--- src/rtl/oflash_pkg.sv ---
package oflash_pkg;
  // ==========================================
  // Register byte offsets
  localparam logic [4:0] OFS_CTRL = 5'h00;
  localparam logic [4:0] OFS_CFG1 = 5'h04;
  localparam logic [4:0] OFS_CFG3 = 5'h08;
  localparam logic [4:0] OFS_CMD  = 5'h0c;
  localparam logic [4:0] OFS_ADDR = 5'h10;
  localparam logic [4:0] OFS_SECT = 5'h14;
  localparam logic [4:0] OFS_DATA = 5'h18;
  localparam logic [4:0] OFS_STAT = 5'h1c;
  // ==========================================
  // Field positions
  localparam int CTRL_FOUR  = 0;
  localparam int CTRL_PROTO = 1;
  localparam int CTRL_DENS  = 3;
  localparam int CFG1_TOP   = 2;
  localparam int CFG1_SPLIT = 6;
  localparam int CFG3_UNI   = 3;
  localparam int ST_CRC_OK  = 1;
  localparam int ST_CRC_REF = 2;
  // ==========================================
  // Reset values
  localparam logic [4:0] CTRL_RST = 5'h00;
  localparam logic [7:0] CFG1_RST = 8'h00;
  localparam logic [7:0] CFG3_RST = 8'h08;
  // ==========================================
  // Command codes written to the command register
  localparam logic [7:0] CMD_ENTER4 = 8'h01;
  localparam logic [7:0] CMD_EXIT4  = 8'h02;
  localparam logic [7:0] CMD_CRCRD  = 8'h03;
  // ==========================================
  // Protocol modes, sector sizes, geometry
  localparam logic [1:0] PROTO_SPI = 2'h0;
  localparam logic [1:0] PROTO_8S  = 2'h1;
  localparam logic [1:0] PROTO_8D  = 2'h2;
  localparam logic [1:0] SZ_4K     = 2'h0;
  localparam logic [1:0] SZ_128K   = 2'h1;
  localparam logic [1:0] SZ_192K   = 2'h2;
  localparam logic [1:0] SZ_256K   = 2'h3;
  localparam logic [9:0] NSEC_MIN  = 10'h080;
  localparam logic [17:0] OFS_128K = 18'h20000;
  localparam logic [17:0] OFS_64K  = 18'h10000;
  localparam logic [17:0] OFS_192K = 18'h30000;
  localparam logic [9:0] NSMALL1  = 10'h020;
  localparam logic [9:0] NSMALL2  = 10'h010;
  typedef enum logic [1:0] {LAY_UNIFORM, LAY_BOTTOM, LAY_TOP, LAY_SPLIT}
    layout_t;
  typedef enum logic {PH_LOAD, PH_MID} phase_t;
endpackage

--- src/rtl/oflash_map_strobe.sv ---
module oflash_map_strobe (
  // Clock and reset
  input  wire logic        CLK_SYS,
  input  wire logic        NRST,
  // Avalon-MM slave
  input  wire logic [4:0]  AVS_ADDRESS,
  input  wire logic        AVS_READ,
  input  wire logic        AVS_WRITE,
  input  wire logic [31:0] AVS_WRITEDATA,
  output logic [31:0]      AVS_READDATA,
  output logic             AVS_WAITREQUEST,
  // Read data phase from the link
  input  wire logic        RD_PHASE,
  input  wire logic        LINK_RDY,
  // Data and strobe pins
  output logic [7:0]       DQ_OUT,
  output logic             DQ_OE_N,
  output logic             DS_OUT,
  output logic             DS_OE_N
);
  // ==========================================
  // Register state
  logic [4:0]  ctrl_r;        // Mode, protocol, density
  logic [7:0]  cfg1_r;        // nv_config_reg_one image
  logic [7:0]  cfg3_r;        // nv_config_reg_three image
  logic [31:0] addr_r;        // Last address written
  logic        crc_ok_r;      // Sticky: CRC read accepted
  logic        crc_ref_r;     // Sticky: CRC read refused
  logic        lsb_err_r;     // Odd address seen in DDR
  logic        ack_r;         // Bus answer cycle
  logic [31:0] rdata_r;       // Read data holding
  // ==========================================
  // Bus decode
  logic        req;           // Any request pending
  logic        hit_data;      // Data register write
  logic        stall;         // Buffer full on data write
  logic        wr_en;         // Write takes effect now
  logic        wr_ctrl;       // Control write
  logic        wr_cmd;        // Command write
  logic        wr_addr;       // Address write
  logic        wr_stat;       // Status write, clears CRC flags
  logic        cmd_enter;     // Enter four-byte command
  logic        cmd_exit;      // Exit four-byte command
  logic        cmd_crc;       // CRC read command
  logic        ddr_mode;      // Octal DDR active
  logic [31:0] rd_mux;        // Selected read value
  logic        buf_in_rdy;    // Room for a word
  logic        buf_out_vld;   // Word waiting for the pins
  logic [7:0]  buf_out_data;  // Head word
  logic        pop;           // Word taken by the pin stage

  assign req       = AVS_READ | AVS_WRITE;
  assign hit_data  = AVS_WRITE & (AVS_ADDRESS == oflash_pkg::OFS_DATA);
  assign stall     = hit_data & ~buf_in_rdy;
  assign AVS_WAITREQUEST = req & ~ack_r;
  assign wr_en     = AVS_WRITE & ack_r;
  assign wr_ctrl   = wr_en & (AVS_ADDRESS == oflash_pkg::OFS_CTRL);
  assign wr_cmd    = wr_en & (AVS_ADDRESS == oflash_pkg::OFS_CMD);
  assign wr_addr   = wr_en & (AVS_ADDRESS == oflash_pkg::OFS_ADDR);
  assign wr_stat   = wr_en & (AVS_ADDRESS == oflash_pkg::OFS_STAT);
  assign cmd_enter = wr_cmd & (AVS_WRITEDATA[7:0] == oflash_pkg::CMD_ENTER4);
  assign cmd_exit  = wr_cmd & (AVS_WRITEDATA[7:0] == oflash_pkg::CMD_EXIT4);
  assign cmd_crc   = wr_cmd & (AVS_WRITEDATA[7:0] == oflash_pkg::CMD_CRCRD);
  assign ddr_mode  = (ctrl_r[oflash_pkg::CTRL_PROTO +: 2]
                      == oflash_pkg::PROTO_8D);
  // ==========================================
  // Address handling
  logic        four_byte;     // Four-byte address mode
  logic [1:0]  dens;          // 0: 256Mb, 1: 512Mb, 2: 1Gb
  logic [31:0] eff_addr;      // Address after mode masking
  logic        out_range;     // Beyond the part's array
  assign four_byte = ctrl_r[oflash_pkg::CTRL_FOUR];
  assign dens      = ctrl_r[oflash_pkg::CTRL_DENS +: 2];
  // three-byte masking
  // Top byte is dropped in three-byte mode, so it never reaches decode
  assign eff_addr  = four_byte ? addr_r : {8'h00, addr_r[23:0]};
  // full reach, array size by density
  assign out_range = (eff_addr >> (6'd25 + {4'h0, dens})) != 32'h0;
  // ==========================================
  // Sector layout select
  oflash_pkg::layout_t layout;
  logic        uni_sel;       // Uniform requested
  logic        split_sel;     // Split hybrid requested
  logic        top_sel;       // Top group requested
  assign uni_sel   = cfg3_r[oflash_pkg::CFG3_UNI];
  assign split_sel = cfg1_r[oflash_pkg::CFG1_SPLIT];
  assign top_sel   = cfg1_r[oflash_pkg::CFG1_TOP];
  assign layout = uni_sel   ? oflash_pkg::LAY_UNIFORM :
                  split_sel ? oflash_pkg::LAY_SPLIT   :
                  top_sel   ? oflash_pkg::LAY_TOP     :
                              oflash_pkg::LAY_BOTTOM;
  // ==========================================
  // Sector decode: {size code, index}
  function automatic logic [11:0] sect_of(input logic [31:0] a,
                                          input oflash_pkg::layout_t l,
                                          input logic [1:0] d);
    logic [9:0]  blk;
    logic [9:0]  last;
    logic [17:0] o;
    logic [9:0]  idx;
    logic [1:0]  sz;
    blk  = {1'b0, a[26:18]};
    last = (oflash_pkg::NSEC_MIN << d) - 10'h001;
    o    = a[17:0];
    idx  = blk;
    sz   = oflash_pkg::SZ_256K;
    unique case (l)
      // bottom group of 4K then 128K
      oflash_pkg::LAY_BOTTOM:
      begin
        if (blk != 10'h000)
          idx = blk + oflash_pkg::NSMALL1;
        else if (o < oflash_pkg::OFS_128K)
        begin
          idx = {4'h0, o[17:12]};
          sz  = oflash_pkg::SZ_4K;
        end
        else
        begin
          idx = oflash_pkg::NSMALL1;
          sz  = oflash_pkg::SZ_128K;
        end
      end
      oflash_pkg::LAY_TOP:
      begin
        if (blk == last && o < oflash_pkg::OFS_128K)
          sz = oflash_pkg::SZ_128K;
        else if (blk == last)
        begin
          idx = last + 10'h001 + {5'h00, o[16:12]};
          sz  = oflash_pkg::SZ_4K;
        end
      end
      // sixteen 4K plus 192K at both ends
      oflash_pkg::LAY_SPLIT:
      begin
        if (blk == 10'h000 && o < oflash_pkg::OFS_64K)
        begin
          idx = {6'h00, o[15:12]};
          sz  = oflash_pkg::SZ_4K;
        end
        else if (blk == 10'h000)
        begin
          idx = oflash_pkg::NSMALL2;
          sz  = oflash_pkg::SZ_192K;
        end
        else if (blk == last && o >= oflash_pkg::OFS_192K)
        begin
          idx = blk + oflash_pkg::NSMALL2 + 10'h001 + {6'h00, o[15:12]};
          sz  = oflash_pkg::SZ_4K;
        end
        else
        begin
          idx = blk + oflash_pkg::NSMALL2;
          sz  = (blk == last) ? oflash_pkg::SZ_192K : oflash_pkg::SZ_256K;
        end
      end
      oflash_pkg::LAY_UNIFORM:
        idx = blk;
    endcase
    return {sz, idx};
  endfunction

  logic [11:0] sect;          // Decoded sector word
  assign sect = sect_of(eff_addr, layout, dens);
  // ==========================================
  // Read mux, unmapped reads return zero
  assign rd_mux =
    (AVS_ADDRESS == oflash_pkg::OFS_CTRL) ? {27'h0, ctrl_r} :
    (AVS_ADDRESS == oflash_pkg::OFS_CFG1) ? {24'h0, cfg1_r} :
    (AVS_ADDRESS == oflash_pkg::OFS_CFG3) ? {24'h0, cfg3_r} :
    (AVS_ADDRESS == oflash_pkg::OFS_ADDR) ? addr_r :
    (AVS_ADDRESS == oflash_pkg::OFS_SECT) ?
      {14'h0, layout, 4'h0, sect} :
    (AVS_ADDRESS == oflash_pkg::OFS_STAT) ?
      {26'h0, buf_out_vld, out_range, lsb_err_r,
       crc_ref_r, crc_ok_r, four_byte} :
    32'h0;
  assign AVS_READDATA = rdata_r;
  // Answer one cycle after the request; data writes wait for room
  always_ff @(posedge CLK_SYS or negedge NRST)
  begin
    if (!NRST)
    begin
      ack_r   <= 1'b0;
      rdata_r <= 32'h0;
    end
    else
    begin
      ack_r   <= req & ~ack_r & ~stall;
      rdata_r <= rd_mux;
    end
  end

  // Configuration and address registers
  always_ff @(posedge CLK_SYS or negedge NRST)
  begin
    if (!NRST)
    begin
      ctrl_r <= oflash_pkg::CTRL_RST;
      cfg1_r <= oflash_pkg::CFG1_RST;
      cfg3_r <= oflash_pkg::CFG3_RST;
      addr_r <= 32'h0;
    end
    else
    begin
      // mode by register bit or command
      if (wr_ctrl)
        ctrl_r <= AVS_WRITEDATA[4:0];
      else if (cmd_enter)
        ctrl_r[oflash_pkg::CTRL_FOUR] <= 1'b1;
      else if (cmd_exit)
        ctrl_r[oflash_pkg::CTRL_FOUR] <= 1'b0;
      if (wr_en && AVS_ADDRESS == oflash_pkg::OFS_CFG1)
        cfg1_r <= AVS_WRITEDATA[7:0];
      if (wr_en && AVS_ADDRESS == oflash_pkg::OFS_CFG3)
        cfg3_r <= AVS_WRITEDATA[7:0];
      if (wr_addr)
        addr_r <= AVS_WRITEDATA;
    end
  end

  // Sticky CRC flags: a set in the clearing cycle wins; lsb_err_r follows each address write
  always_ff @(posedge CLK_SYS or negedge NRST)
  begin
    if (!NRST)
    begin
      crc_ok_r  <= 1'b0;
      crc_ref_r <= 1'b0;
      lsb_err_r <= 1'b0;
    end
    else
    begin
      crc_ok_r  <= (cmd_crc & ddr_mode) |
                   (crc_ok_r & ~(wr_stat &
                                 AVS_WRITEDATA[oflash_pkg::ST_CRC_OK]));
      crc_ref_r <= (cmd_crc & ~ddr_mode) |
                   (crc_ref_r & ~(wr_stat &
                                  AVS_WRITEDATA[oflash_pkg::ST_CRC_REF]));
      if (wr_addr)
        lsb_err_r <= ddr_mode & AVS_WRITEDATA[0];
    end
  end
  // ==========================================
  // Read data buffer between bus and pins
  // Push only on the answer edge, so a held write is taken once
  word_buf2 #(.WIDTH(8)) u_buf (
    .clk       (CLK_SYS),
    .nrst      (NRST),
    .in_valid  (hit_data & ack_r),
    .in_ready  (buf_in_rdy),
    .in_data   (AVS_WRITEDATA[7:0]),
    .out_valid (buf_out_vld),
    .out_ready (pop),
    .out_data  (buf_out_data)
  );
  // ==========================================
  // Pin stage: data and strobe
  oflash_pkg::phase_t ph_r;   // SDR bit half
  logic [7:0] dq_r;           // Data on the pins
  logic       ds_r;           // Strobe level
  logic       oe_n_r;         // Shared output enable
  // Pop only at a bit start; SDR holds each bit two cycles
  assign pop = RD_PHASE & LINK_RDY & buf_out_vld &
               (ddr_mode | ph_r == oflash_pkg::PH_LOAD);
  assign DQ_OUT  = dq_r;
  assign DS_OUT  = ds_r;
  assign DQ_OE_N = oe_n_r;
  assign DS_OE_N = oe_n_r;

  always_ff @(posedge CLK_SYS or negedge NRST)
  begin
    if (!NRST)
      oe_n_r <= 1'b1;
    else
      oe_n_r <= ~RD_PHASE;
  end

  always_ff @(posedge CLK_SYS or negedge NRST)
  begin
    if (!NRST)
    begin
      ph_r <= oflash_pkg::PH_LOAD;
      dq_r <= 8'h00;
      ds_r <= 1'b0;
    end
    else if (!RD_PHASE)
    begin
      ph_r <= oflash_pkg::PH_LOAD;
      ds_r <= 1'b0;
    end
    else if (ddr_mode)
    begin
      // Edge aligned: strobe flips with the data
      if (pop)
      begin
        dq_r <= buf_out_data;
        ds_r <= ~ds_r;
      end
    end
    else
    begin
      unique case (ph_r)
        // Data changes with strobe low
        oflash_pkg::PH_LOAD:
          if (pop)
          begin
            dq_r <= buf_out_data;
            ds_r <= 1'b0;
            ph_r <= oflash_pkg::PH_MID;
          end
        // Strobe rises at mid bit
        oflash_pkg::PH_MID:
        begin
          ds_r <= 1'b1;
          ph_r <= oflash_pkg::PH_LOAD;
        end
      endcase
    end
  end
  // ==========================================
  // Checks
  a_ds_enable: assert property (@(posedge CLK_SYS) disable iff (!NRST)
    RD_PHASE |=> !DS_OE_N) else $error("strobe not driven");
  a_ds_ddr_edge: assert property (@(posedge CLK_SYS) disable iff (!NRST)
    (pop && ddr_mode) |=> (DS_OUT != $past(DS_OUT)) &&
    (DQ_OUT == $past(buf_out_data))) else $error("ddr strobe");
  a_ds_sdr_mid: assert property (@(posedge CLK_SYS) disable iff (!NRST)
    (pop && !ddr_mode) |=> !DS_OUT ##1 (DS_OUT || !$past(RD_PHASE)))
    else $error("sdr strobe not centred");
  a_crc_gate: assert property (@(posedge CLK_SYS) disable iff (!NRST)
    (cmd_crc && !ddr_mode) |=> crc_ref_r && !$rose(crc_ok_r))
    else $error("crc read not refused");
  a_mode_enter: assert property (@(posedge CLK_SYS) disable iff (!NRST)
    (cmd_enter && !wr_ctrl) |=> four_byte) else $error("enter");
  a_mode_mask: assert property (@(posedge CLK_SYS) disable iff (!NRST)
    !four_byte |-> eff_addr[31:24] == 8'h00) else $error("mask");
  a_uni_index: assert property (@(posedge CLK_SYS) disable iff (!NRST)
    (layout == oflash_pkg::LAY_UNIFORM) |->
    sect[9:0] == {1'b0, eff_addr[26:18]} &&
    sect[11:10] == oflash_pkg::SZ_256K) else $error("index");
  a_lsb_flag: assert property (@(posedge CLK_SYS) disable iff (!NRST)
    (wr_addr && ddr_mode && AVS_WRITEDATA[0]) |=> lsb_err_r)
    else $error("odd address not flagged");
  a_sect_count: assert property (@(posedge CLK_SYS) disable iff (!NRST)
    (layout == oflash_pkg::LAY_UNIFORM && !out_range) |->
    {1'b0, sect[9:0]} < ({1'b0, oflash_pkg::NSEC_MIN} << dens))
    else $error("sector count");
  a_uni_select: assert property (@(posedge CLK_SYS) disable iff (!NRST)
    uni_sel |-> layout == oflash_pkg::LAY_UNIFORM)
    else $error("layout select");

  c_ddr_burst: cover property (@(posedge CLK_SYS) disable iff (!NRST)
    (pop && ddr_mode) ##1 (pop && ddr_mode));
  c_sdr_word: cover property (@(posedge CLK_SYS) disable iff (!NRST)
    pop && !ddr_mode);
  c_buf_stall: cover property (@(posedge CLK_SYS) disable iff (!NRST)
    stall ##1 !stall);
  c_top_small: cover property (@(posedge CLK_SYS) disable iff (!NRST)
    layout == oflash_pkg::LAY_TOP && sect[11:10] == oflash_pkg::SZ_4K);
endmodule

--- src/rtl/word_buf2.sv ---
module word_buf2 #(
  parameter int WIDTH = 8
) (
  // Clock and reset
  input  wire logic             clk,
  input  wire logic             nrst,
  // Filling side
  input  wire logic             in_valid,
  output logic                  in_ready,
  input  wire logic [WIDTH-1:0] in_data,
  // Draining side
  output logic                  out_valid,
  input  wire logic             out_ready,
  output logic [WIDTH-1:0]      out_data
);
  // ==========================================
  // Storage: two entries, one-bit pointers
  logic [WIDTH-1:0] mem_r [2];   // Entry array
  logic             wp_r;        // Write pointer
  logic             rp_r;        // Read pointer
  logic [1:0]       cnt_r;       // Fill level
  logic             push;        // Accepted write
  logic             pop;         // Accepted read

  assign in_ready  = (cnt_r != 2'h2);
  assign out_valid = (cnt_r != 2'h0);
  assign out_data  = mem_r[rp_r];
  assign push      = in_valid & in_ready;
  assign pop       = out_valid & out_ready;

  // Pointers and level
  always_ff @(posedge clk or negedge nrst)
  begin
    if (!nrst)
    begin
      wp_r  <= 1'b0;
      rp_r  <= 1'b0;
      cnt_r <= 2'h0;
    end
    else
    begin
      wp_r  <= wp_r ^ push;
      rp_r  <= rp_r ^ pop;
      cnt_r <= cnt_r + {1'b0, push} - {1'b0, pop};
    end
  end

  // Data entries, no reset needed
  always_ff @(posedge clk)
  begin
    if (push)
      mem_r[wp_r] <= in_data;
  end

  // Never more than two words held
  a_buf_level: assert property (@(posedge clk) disable iff (!nrst)
    cnt_r <= 2'h2) else $error("buffer level overflow");
endmodule

--- config.mk ---
export PLATFORM = sky130hd
export DESIGN_NAME = oflash_map_strobe
export DESIGN_NICKNAME = d
export VERILOG_FILES = /design/src/rtl/oflash_pkg.sv /design/src/rtl/oflash_map_strobe.sv /design/src/rtl/word_buf2.sv
export SDC_FILE = /design/constraint.sdc
export NUM_CORES = 1
export LEC_CHECK = 0
export BUFFER_PORTS_ARGS = -buffer_cell sky130_fd_sc_hd__buf_2
export CAP_MARGIN = 20
export CORE_MARGIN = 1
export CORE_UTILIZATION = 45
export DETAILED_ROUTE_END_ITERATION = 8
export GPL_ROUTABILITY_DRIVEN = 0
export PLACE_DENSITY = 0.65
export SLEW_MARGIN = 5
export SYNTH_ARGS = -nofsm -noshare
export SYNTH_HDL_FRONTEND = slang
export SYNTH_SLANG_ARGS = --single-unit
--- constraint.sdc ---
create_clock -name CLK_SYS -period 5.9 [get_ports CLK_SYS]
set_input_delay 1.18 -clock CLK_SYS [delete_from_list [all_inputs] [get_ports CLK_SYS]]
set_output_delay 1.18 -clock CLK_SYS [all_outputs]
set_load 0.1 [all_outputs]
==> results of run 1 <==
==> layer usage <==
metal | global-route usage (%) | vias to the layer above | wire length, um
met5 | 0 | - | 0
met2 | 34.0 | 250 | 6740
met3 | 6.15 | 43 | 1330
met1 | 32.5 | 2324 | 6710
met4 | 12.5 | 0 | 499
li1 | - | 2187 | -
==> sequential cells by signal, indices dropped and copies added, names as in the netlist, 2 cells and up <==
signal and flops:
addr_r 32, DQ_OUT 8, AVS_READDATA 32, ctrl_r 5, u_buf.mem_r 16, cfg1_r 8
u_buf.cnt_r 2, cfg3_r 8
==> cell type report <==
type                       instances  area [um2]  area share (%)
clock buffer                      17         425            5.92
sequential                       120        3090            42.9
timing repair buffer              92         478            6.65
inverter                          21        78.8            1.10
clock inverter                    15         190            2.64
multi-input combinational        374        2720            37.8
tap                              172         215            2.99
==> where the power goes <==
group / switching [mW] / leakage [nW] / internal [mW]
combinational: 0.505 / 1.51 / 0.210
sequential: 0.134 / 1.49 / 0.945
clock: 0.393 / 0.305 / 0.673
total: 1.03 / 3.30 / 1.83
==> cells by family (layout without fill, tap and decap cells) <==
family,after synthesis,count (layout),synth area share (%)
simple gates,179,179,16.6
flops,120,120,51.2
compound gates,115,115,13.5
mux,58,58,10.6
buf+inv,53,145,3.82
fa+ha+maj,14,14,3.03
xor+xnor,8,8,1.16
==> worst min-delay path, cell delays in order, from the launching register on <==
cell,delay [ns]
dfrtp_1,0.34
nand2_1,0.05
o21ai_0,0.07
==> Yosys cell counts (4+ instances only) <==
cell | number | area, um2
dfrtp_1 | 102 | 2550
mux2_2 | 43 | 484
nand2_1 | 35 | 131
nor2_1 | 30 | 113
o21ai_0 | 24 | 120
a21oi_1 | 21 | 105
and3_1 | 21 | 131
inv_1 | 21 | 78.8
nand3_1 | 18 | 90.1
edfxtp_1 | 16 | 480
clkbuf_1 | 15 | 56.3
mux2i_1 | 14 | 140
ha_1 | 13 | 163
a31oi_1 | 11 | 68.8
nand2b_1 | 11 | 68.8
nor3_1 | 11 | 55.1
buf_2 | 10 | 50.1
nand4_1 | 9 | 56.3
nor2b_1 | 7 | 43.8
a221oi_1 | 6 | 52.6
o211ai_1 | 6 | 45.0
o31ai_1 | 6 | 45.0
a311oi_1 | 5 | 43.8
buf_4 | 5 | 37.5
xnor2_1 | 5 | 43.8
nor3_2 | 4 | 40.0
nor4_1 | 4 | 25.0
or4_1 | 4 | 30.0
==> worst max-delay path by stage <==
stage	from	endpoint	cells past startpoint
2_1_floorplan	AVS_WRITE	AVS_WAITREQUEST	2
3_3_place_gp	AVS_ADDRESS[3]	addr_r[28]$_DFFE_PN0P_	5
3_5_place_dp	AVS_ADDRESS[3]	addr_r[28]$_DFFE_PN0P_	5
4_1_cts	AVS_ADDRESS[3]	addr_r[28]$_DFFE_PN0P_	5
5_1_grt	AVS_ADDRESS[2]	u_buf.mem_r[0][1]$_DFFE_PP_	5
6_report	AVS_ADDRESS[3]	addr_r[29]$_DFFE_PN0P_	5
==> metrics by stage <==
| stage | total power, mW | area (um2) |
|---|---|---|
| 6_report | 2.86 | 7190 |
| 5_1_grt | 2.99 | 7190 |
| 4_1_cts | 2.87 | 7180 |
| 3_5_place_dp | 1.80 | 6560 |
| 3_3_place_gp | 1.78 | 6560 |
| 2_1_floorplan | 1.62 | 6020 |
==> impl_results.md, run 1 <==
* Status: complete, no violations
* Critical path class: in -> reg
* Final Hold Viols at 0
* EDFF count, synth at 16
* Die W at 118 um
* Distinct cells, synth at 72
* Drt total wl at 15300 um
* Cell area after synthesis at 0.00602 mm2
* Worst Setup Slack, final at 2.67 ns
* Die footprint at 0.0138 mm2
* Synthesized net count at 604
* Most frequent cells in the layout: dfrtp_1, buf_2, mux2_2
* Initial antenna violation count at 0
* Drt pass-1 iters at 5
* Final Skew at 0.0104 ns
* Fill cells at 1128
* Final min period at 3.23 ns
* Gr ovfl total at 0
* Slew HR at 32.3%
* Worst r2r src: ctrl_r[4]$_DFFE_PN0P_
* Max Cap Viol at 0
* CP max stage cell: nor4_4
* Hold Worst Slack at 0.495 ns
* CTS Sinks at 120
* IO Port Bufs at 86
* Clk slew on worst S/H paths at 0.06 ns
* Clock root buffer: clkbuf_16
* Class of the worst hold path: reg -> reg
* CP top delay family: simple AND/OR/NAND/NOR gates
* Final ANT Viol Nets at 0
* Vias per std cell at 5.92
* Peak VDD IR at 0.191 mV
* Hold_sp: addr_r[10]$_DFFE_PN0P_
* RSZ-0062 raised after global routing: false
* Cell Chain, Critical Path: buf_2, or3_1, nor4_4, buf_4, mux2_2
* Part of the Yosys area used for sequential elements at 51.2%
* Post-CTS Setup Inserts at 0
* Crit path buf inv count at 2
* Post-synthesis cell count at 547
* Core area at 0.0128 mm2
* WP data required at 6.20 ns
* Post-CTS Hold Buffers at 0
* Layout Nets at 683
* Max Clk Rate at 310 MHz
* CTS tree: built
* First-pass GRT wire length at 24900 um
* Post-synth ARST share at 86.7%
* Setup TNS Final at 0 ns
* Power per cell area at 398 mW/mm2
* # setup viols final at 0
* Die Y-Extent at 118 um
* R2R Setup Slk at 2.93 ns
* Crit path DAT at 3.53 ns
* Cells on Worst Hold Path at 2
* Ports at 87
* Layout cells sized above 1 at 28.8%
* Syn_area_per_cell at 11.0 um2
* # diodes at 0
* Worst-Margin Slew at 1.01 ns
* Fin cells at 811
* Number of synthesized register bits at 120
* Vias in the first global route at 4640
* Most common cell after layout, fill and taps aside: dfrtp_1
* Top_reg_cell synth: dfrtp_1
* Initial drt markers at 372
* Clk_lat worst skew at 0.42 ns
* Final period util at 54.7%
* Leak pwr at 3.30 nW
* FF-to-FF path depth at 7
* FF-to-FF End: AVS_READDATA[5]$_DFF_PN0_
* CTS Buf Count at 17
* Hold Path End: AVS_READDATA[10]$_DFF_PN0_
* Yosys warnings at 0
* Core Rows at 41
* Vias at 4804
* Setup crit end kind: register
* Startpoint Class: primary input
* Total track usage at 23.6%
* Placed cell count at 777
* Largest net degree at the start of global routing at 55
* Hpwl dp at 10900 um
* Fin. max-slew vios at 0
* DRC violations left at 0
* Crit-path max cell delay at 0.86 ns
* Critical-path maximum fanout at 27
* Worst slack, placed at 2.23 ns
* Initial core utilization at 46.9%
* CTS H-Tree Depth at 4
* Wire per inst at 18.8 um
* Layout Area Growth over Synthesis at 19.5%
* Maximum buffer depth of the clock tree at 2
* Post_cts resized at 0
* Finished Core Util at 56.1%
Note: power is estimated with default switching activity, not from simulation.
==> inputs of run 2 (changes only) <==
==> constraint.sdc (replaced) <==
create_clock -name CLK_SYS -period 3.2 [get_ports CLK_SYS]
set_input_delay 0.64 -clock CLK_SYS [delete_from_list [all_inputs] [get_ports CLK_SYS]]
set_output_delay 0.64 -clock CLK_SYS [all_outputs]
set_load 0.1 [all_outputs]
==> run 2 against run 1 <==
Against the previous run:
- die area did not move
- power rose by 80%
- sequential share of layout area fell by 0.21 points
- combinational power rose by 92%
- sequential power rose by 83%
- cell count rose by 1.2%
- largest cell class unchanged
- critical path type is now reg -> reg
- hold slack got worse by 0.28 ns
- flip-flop and latch count did not move
- clock power rose by 68%
- worst setup slack got worse by 2.2 ns
==> impl_results.md, run 2 (synthesis gave the netlist of run 1 again) <==
* Slew HR at 57.0% (+25 points)
* Switching Share at 36.9% (+0.84 points)
* CTS Buf Count at 17 (unchanged)
* CTS H-Tree Depth at 4 (unchanged)
* Combinational power share at 26.6% (+1.6 points)
* WL met3 at 1290 um (-3.3%)
* Most common cell after layout, fill and taps aside: dfrtp_1
* Initial drt markers at 481 (+29%)
* Clock Power Share at 35.0% (-2.3 points)
* Drt total wl at 15900 um (+3.8%)
* Layout Area Growth over Synthesis at 20.0%
* Max Clk Rate at 368 MHz
* Worst-Margin Slew at 0.628 ns (-0.380 ns)
* Post-CTS Hold Buffers at 0 (unchanged)
* Final Hold Viols at 0 (unchanged)
* Core area at 0.0128 mm2 (unchanged)
* IO Port Bufs at 86 (unchanged)
* Critical-path maximum fanout at 10 (-63%)
* RSZ-0062 raised after global routing: false
* Overall power at 5.15 mW (+80%)
* Power per cell area at 713 mW/mm2 (+79%)
* Drt pass-1 iters at 5 (unchanged)
* CTS Sinks at 120 (unchanged)
* Met2 WL at 7180 um (+6.6%)
* Ports at 87 (unchanged)
* # diodes at 0 (unchanged)
* Clk slew on worst S/H paths at 0.06 ns (about the same)
* Critical path class: reg -> reg
* Wire length on met1 at 6910 um (+3.0%)
* First-pass GRT wire length at 25800 um (+3.9%)
* Final Skew at 0.00609 ns (-0.00426 ns)
* DRC violations left at 0 (unchanged)
* Hpwl dp at 11400 um (+4.3%)
* Leak pwr at 3.33 nW (+0.69%)
* Initial core utilization at 46.9% (unchanged)
* # setup viols final at 0 (unchanged)
* WP data required at 3.52 ns (-2.68 ns)
* Crit path DAT at 3.03 ns (-0.50 ns)
* Most frequent cells in the layout: dfrtp_1, buf_2, mux2_2
* Reg power frac at 38.4% (+0.7 points)
* Setup crit end kind: register
* Final period util at 85.0%
* Worst Setup Slack, final at 0.482 ns (-2.19 ns)
* Peak VDD IR at 0.289 mV (+52%)
* Vias at 4893 (+1.9%)
* P_int at 3.25 mW (+78%)
* Top sig layer: met4
* Worst slack, placed at 0.566 ns (-1.67 ns)
* Clk_lat worst skew at 0.42 ns (about the same)
* Maximum buffer depth of the clock tree at 2 (unchanged)
* Vias in the first global route at 4829 (+4.1%)
* Final ANT Viol Nets at 0 (unchanged)
* CTS tree: built
* Gr ovfl total at 0 (unchanged)
* Die W at 118 um (unchanged)
* Class of the worst hold path: in -> async
* Final min period at 2.72 ns
* Fin. max-slew vios at 0 (unchanged)
* Post-CTS Setup Inserts at 0 (unchanged)
* Total track usage at 24.2% (+0.58 points)
* Initial antenna violation count at 0 (unchanged)
* P_sw at 1.90 mW (+84%)
* Layout Nets at 693 (+1.5%)
* Core Rows at 41 (unchanged)
* Layout cells sized above 1 at 29.6% (+0.79 points)
* Post_cts resized at 0 (unchanged)
* Clock root buffer: clkbuf_16
* Setup TNS Final at 0 ns (unchanged)
* Wire per inst at 19.3 um (+2.6%)
* Status: complete, no violations
* Startpoint Class: register
* Vias per std cell at 5.96 (+0.61%)
* Die Y-Extent at 118 um (unchanged)
* Die footprint at 0.0138 mm2 (unchanged)
* Largest net degree at the start of global routing at 49 (-11%)
* Max Cap Viol at 0 (unchanged)
==> run 2: critical path: stages (launching register included) <==
cell,delay [ns]
dfrtp_1,0.57
ha_1,0.41
nand4_2,0.24
nor4_4,0.55
nand2_1,0.15
or4_1,0.44
a31oi_1,0.25
==> run 2: layout make-up <==
| class | instances | area [um2] |
|---|---|---|
| multi-input combinational | 374 | 2720 |
| timing repair buffer | 102 | 566 |
| clock buffer | 20 | 447 |
| tap | 172 | 215 |
| sequential | 120 | 3090 |
| clock inverter | 12 | 116 |
| fill | 1132 | 5600 |
| inverter | 21 | 78.8 |
==> run 2: stage by stage <==
step                cells  util, %  hold slack, ns  area, um2
detailed placement    788     51.9           0.481       6660
global placement      788     51.9           0.473       6660
floorplan             547        -           0.344       6020
global route          821     56.4           0.250       7230
finish                821     56.4           0.219       7230
CTS                   820     56.3           0.232       7220
==> run 2: power groups by stage <==
stage	registers, mW	logic (mW)	clock network, mW
3_3_place_gp	1.99	1.33	0
6_report	1.98	1.37	1.80
3_5_place_dp	2.00	1.35	0
2_1_floorplan	2.32	0.671	0
4_1_cts	1.97	1.36	1.84
5_1_grt	2.01	1.46	1.90
==> run 2: layer usage <==
metal / vias to the layer above / GRT usage [%]
li1: 2219 / -
met3: 51 / 5.62
met1: 2376 / 33.8
met5: - / 0
met4: 0 / 12.3
met2: 247 / 35.1
==> run 2: worst paths after layout <==
path / from / end / depth (start not counted) / slack (ns)
worst max-delay path: addr_r[22]$_DFFE_PN0P_ / AVS_READDATA[7]$_DFF_PN0_ / 6 / 0.48
worst min-delay path: NRST / DQ_OUT[5]$_DFFE_PN0P_ / 1 / 0.22
worst max register to register: addr_r[22]$_DFFE_PN0P_ / AVS_READDATA[7]$_DFF_PN0_ / 6 / 0.48
worst min register to register: addr_r[10]$_DFFE_PN0P_ / AVS_READDATA[10]$_DFF_PN0_ / 2 / 0.50
max in group asynchronous: NRST / AVS_READDATA[11]$_DFF_PN0_ / 2 / 2.32
min in group CLK_SYS: RD_PHASE / DQ_OE_N$_DFF_PN1_ / 2 / 0.39
==> inputs of run 3 (changes only) <==
--- a/config.mk
+++ b/config.mk
@@ -11,7 +11,7 @@
 export CORE_UTILIZATION = 45
 export DETAILED_ROUTE_END_ITERATION = 8
 export GPL_ROUTABILITY_DRIVEN = 0
-export PLACE_DENSITY = 0.65
+export PLACE_DENSITY = 0.68
 export SLEW_MARGIN = 5
 export SYNTH_ARGS = -nofsm -noshare
 export SYNTH_HDL_FRONTEND = slang
==> constraint.sdc (replaced) <==
create_clock -name CLK_SYS -period 2.47 [get_ports CLK_SYS]
set_input_delay 0.494 -clock CLK_SYS [delete_from_list [all_inputs] [get_ports CLK_SYS]]
set_output_delay 0.494 -clock CLK_SYS [all_outputs]
set_load 0.1 [all_outputs]
==> run 3 against run 2 <==
Against the previous run:
- flip-flop and latch count unchanged
- power rose by 33%
- highest routed layer unchanged
- combinational power increased by 42%
- worst setup slack got worse by 0.40 ns
- critical path type unchanged
- global-route usage decreased by 0.44 points
- non-clock buffer count is 27 higher
- first-iteration DRC count increased by 21%
- largest cell class unchanged
- cell count rose by 3.3%
- routed wire length barely moved
- hold slack lost 0.16 ns
==> impl_results.md, run 3 (synthesis gave the netlist of run 1 again) <==
* Clk slew on worst S/H paths at 0.06 ns (about the same)
* Core Rows at 41 (unchanged)
* Slew HR at 60.2% (+3.2 points)
* DRC violations left at 0 (unchanged)
* Initial drt markers at 581 (+21%)
* Final ANT Viol Nets at 0 (unchanged)
* Clock root buffer: clkbuf_16
* Layout cells sized above 1 at 33.0% (+3.4 points)
* Largest net degree at the start of global routing at 49 (unchanged)
* Fin. max-slew vios at 0 (unchanged)
* Vias per std cell at 5.86 (-1.7%)
* Design Area, Final at 0.00748 mm2 (+3.4%)
* Hpwl dp at 11500 um (+1.3%)
* Initial antenna violation count at 0 (unchanged)
* Crit path DAT at 2.68 ns (-0.35 ns)
* Most common cell after layout, fill and taps aside: dfrtp_1
* Cell Chain, Critical Path: or2_4, ha_4, xnor2_2, o32ai_4, buf_6, nand3_1, a311o_1, o21bai_1
* Post-CTS Hold Buffers at 0 (unchanged)
* Vias at 4967 (+1.5%)
* Placed cell count at 813 (+3.2%)
* First-pass GRT wire length at 25100 um (-2.9%)
* Layout Area Growth over Synthesis at 24.2%
* Die Y-Extent at 118 um (unchanged)
* Wire per inst at 18.7 um (-3.2%)
* Max Clk Rate at 418 MHz (+14%)
* Ports at 87 (unchanged)
* Maximum buffer depth of the clock tree at 2 (unchanged)
* Peak VDD IR at 0.394 mV (+36%)
* Final period util at 96.8% (+12 points)
* Drt pass-1 iters at 5 (unchanged)
* Total track usage at 23.7% (-0.44 points)
* Most frequent cells in the layout: dfrtp_1, buf_2, mux2_2
* RSZ-0062 raised after global routing: false
* Leak pwr at 3.47 nW (+4.4%)
* CP max stage cell: dfrtp_1
* Setup crit end kind: register
* Initial core utilization at 46.9% (unchanged)
* Clk_lat worst skew at 0.42 ns (about the same)
* # diodes at 0 (unchanged)
* IO Port Bufs at 86 (unchanged)
* Critical path class: reg -> reg
* Startpoint Class: register
* Setup TNS Final at 0 ns (unchanged)
* Crit-path max cell delay at 0.41 ns (-0.16 ns)
* Worst-Margin Slew at 0.597 ns (-0.0311 ns)
* Final min period at 2.39 ns (-0.327 ns)
* Fin cells at 848 (+3.3%)
* CTS Buf Count at 17 (unchanged)
* Worst slack, placed at 0.0128 ns (-0.553 ns)
* Final Hold Viols at 0 (unchanged)
* Layout Nets at 720 (+3.9%)
* CTS tree: built
* Die footprint at 0.0138 mm2 (unchanged)
* Power per cell area at 915 mW/mm2 (+28%)
* P_int at 4.37 mW (+35%)
* Reg power frac at 36.8% (-1.6 points)
* Gr ovfl total at 0 (unchanged)
* Core area at 0.0128 mm2 (unchanged)
* Crit path buf inv count at 1 (+1)
* Switching Share at 36.0% (-0.90 points)
* CP top delay family: compound AO/OA/AOI/OAI gates
* CTS Sinks at 120 (unchanged)
* Status: complete, no violations
* Die W at 118 um (unchanged)
* Vias in the first global route at 4801 (-0.58%)
* Critical-path maximum fanout at 6 (-4)
* Combinational power share at 28.5% (+1.9 points)
* Final Skew at 0.00887 ns (+0.00277 ns)
* Class of the worst hold path: in -> async
* # setup viols final at 0 (unchanged)
* Clock Power Share at 34.7% (-0.3 points)
* Drt total wl at 15900 um (about the same)
* CTS H-Tree Depth at 4 (unchanged)
* Worst Setup Slack, final at 0.0785 ns (-0.403 ns)
* P_sw at 2.46 mW (+30%)
* WP data required at 2.76 ns (-0.76 ns)
* Max Cap Viol at 0 (unchanged)
* DP Area at 0.00684 mm2 (+2.8%)
[run 3: cell count changes in the layout (fill, tap and decap cells not counted), sizes merged]
cell      before  now
clkinvlp       2    3
bufinv         1    2
clkinv         4    6
clkbuf        20   18
buf          102  129
inv           26   24
[run 3: cell type report]
cell class              instances  area (um2)
repair buffers                129         769
clock buffers                  18         429
well taps                     172         215
flip-flops and latches        120        3090
clock inverters                14         149
inverters                      21        78.8
fillers                      1094        5350
multi-input cells             374        2750
[run 3: worst paths after layout]
path | from | end | slack (ns) | cells past startpoint
min | NRST | DQ_OUT[1]$_DFFE_PN0P_ | 0.06 | 1
max in group asynchronous | NRST | cfg3_r[3]$_DFFE_PN1P_ | 1.72 | 2
min in group CLK_SYS | RD_PHASE | DQ_OE_N$_DFF_PN1_ | 0.23 | 2
max reg2reg | ctrl_r[4]$_DFFE_PN0P_ | AVS_READDATA[0]$_DFF_PN0_ | 0.08 | 8
min reg2reg | addr_r[10]$_DFFE_PN0P_ | AVS_READDATA[10]$_DFF_PN0_ | 0.48 | 2
max | ctrl_r[4]$_DFFE_PN0P_ | AVS_READDATA[0]$_DFF_PN0_ | 0.08 | 8
[run 3: worst register-to-register path, stage by stage (launching register included)]
cell,delay [ns]
dfrtp_1,0.41
or2_4,0.26
ha_4,0.26
xnor2_2,0.16
o32ai_4,0.39
buf_6,0.18
nand3_1,0.08
a311o_1,0.35
o21bai_1,0.17
[run 3: layer usage]
layer,GRT usage [%],vias up,wire [um]
met5,0,-,0
met4,9.05,0,423
met3,7.17,44,1260
met2,35.9,245,7160
met1,32.0,2408,7010
li1,-,2270,-
[run 3: power groups by stage]
stage          Clock (mW)  Combinational [mW]  Sequential, mW
6_report             2.37                1.95            2.52
4_1_cts              2.42                1.89            2.52
3_5_place_dp            0                1.87            2.55
3_3_place_gp            0                1.84            2.54
5_1_grt              2.53                2.07            2.56
2_1_floorplan           0               0.869            3.01
[run 3: repair_timing]
action	CTS	global route
resized for setup	1	6
endpoints found under the hold margin	0	0
setup buffers	0	1
cloned	0	1
pin swaps	0	1
endpoints found under the setup margin	1	7
[run 3: stage by stage]
stage                     utilization, %  hold WS (ns)  power, mW
after detailed placement            53.4         0.472       4.42
after floorplan                        -         0.198       3.88
after global routing                58.3        0.0838       7.15
after CTS                           57.9        0.0556       6.82
final                               58.3        0.0566       6.84
after global placement              53.4         0.473       4.37
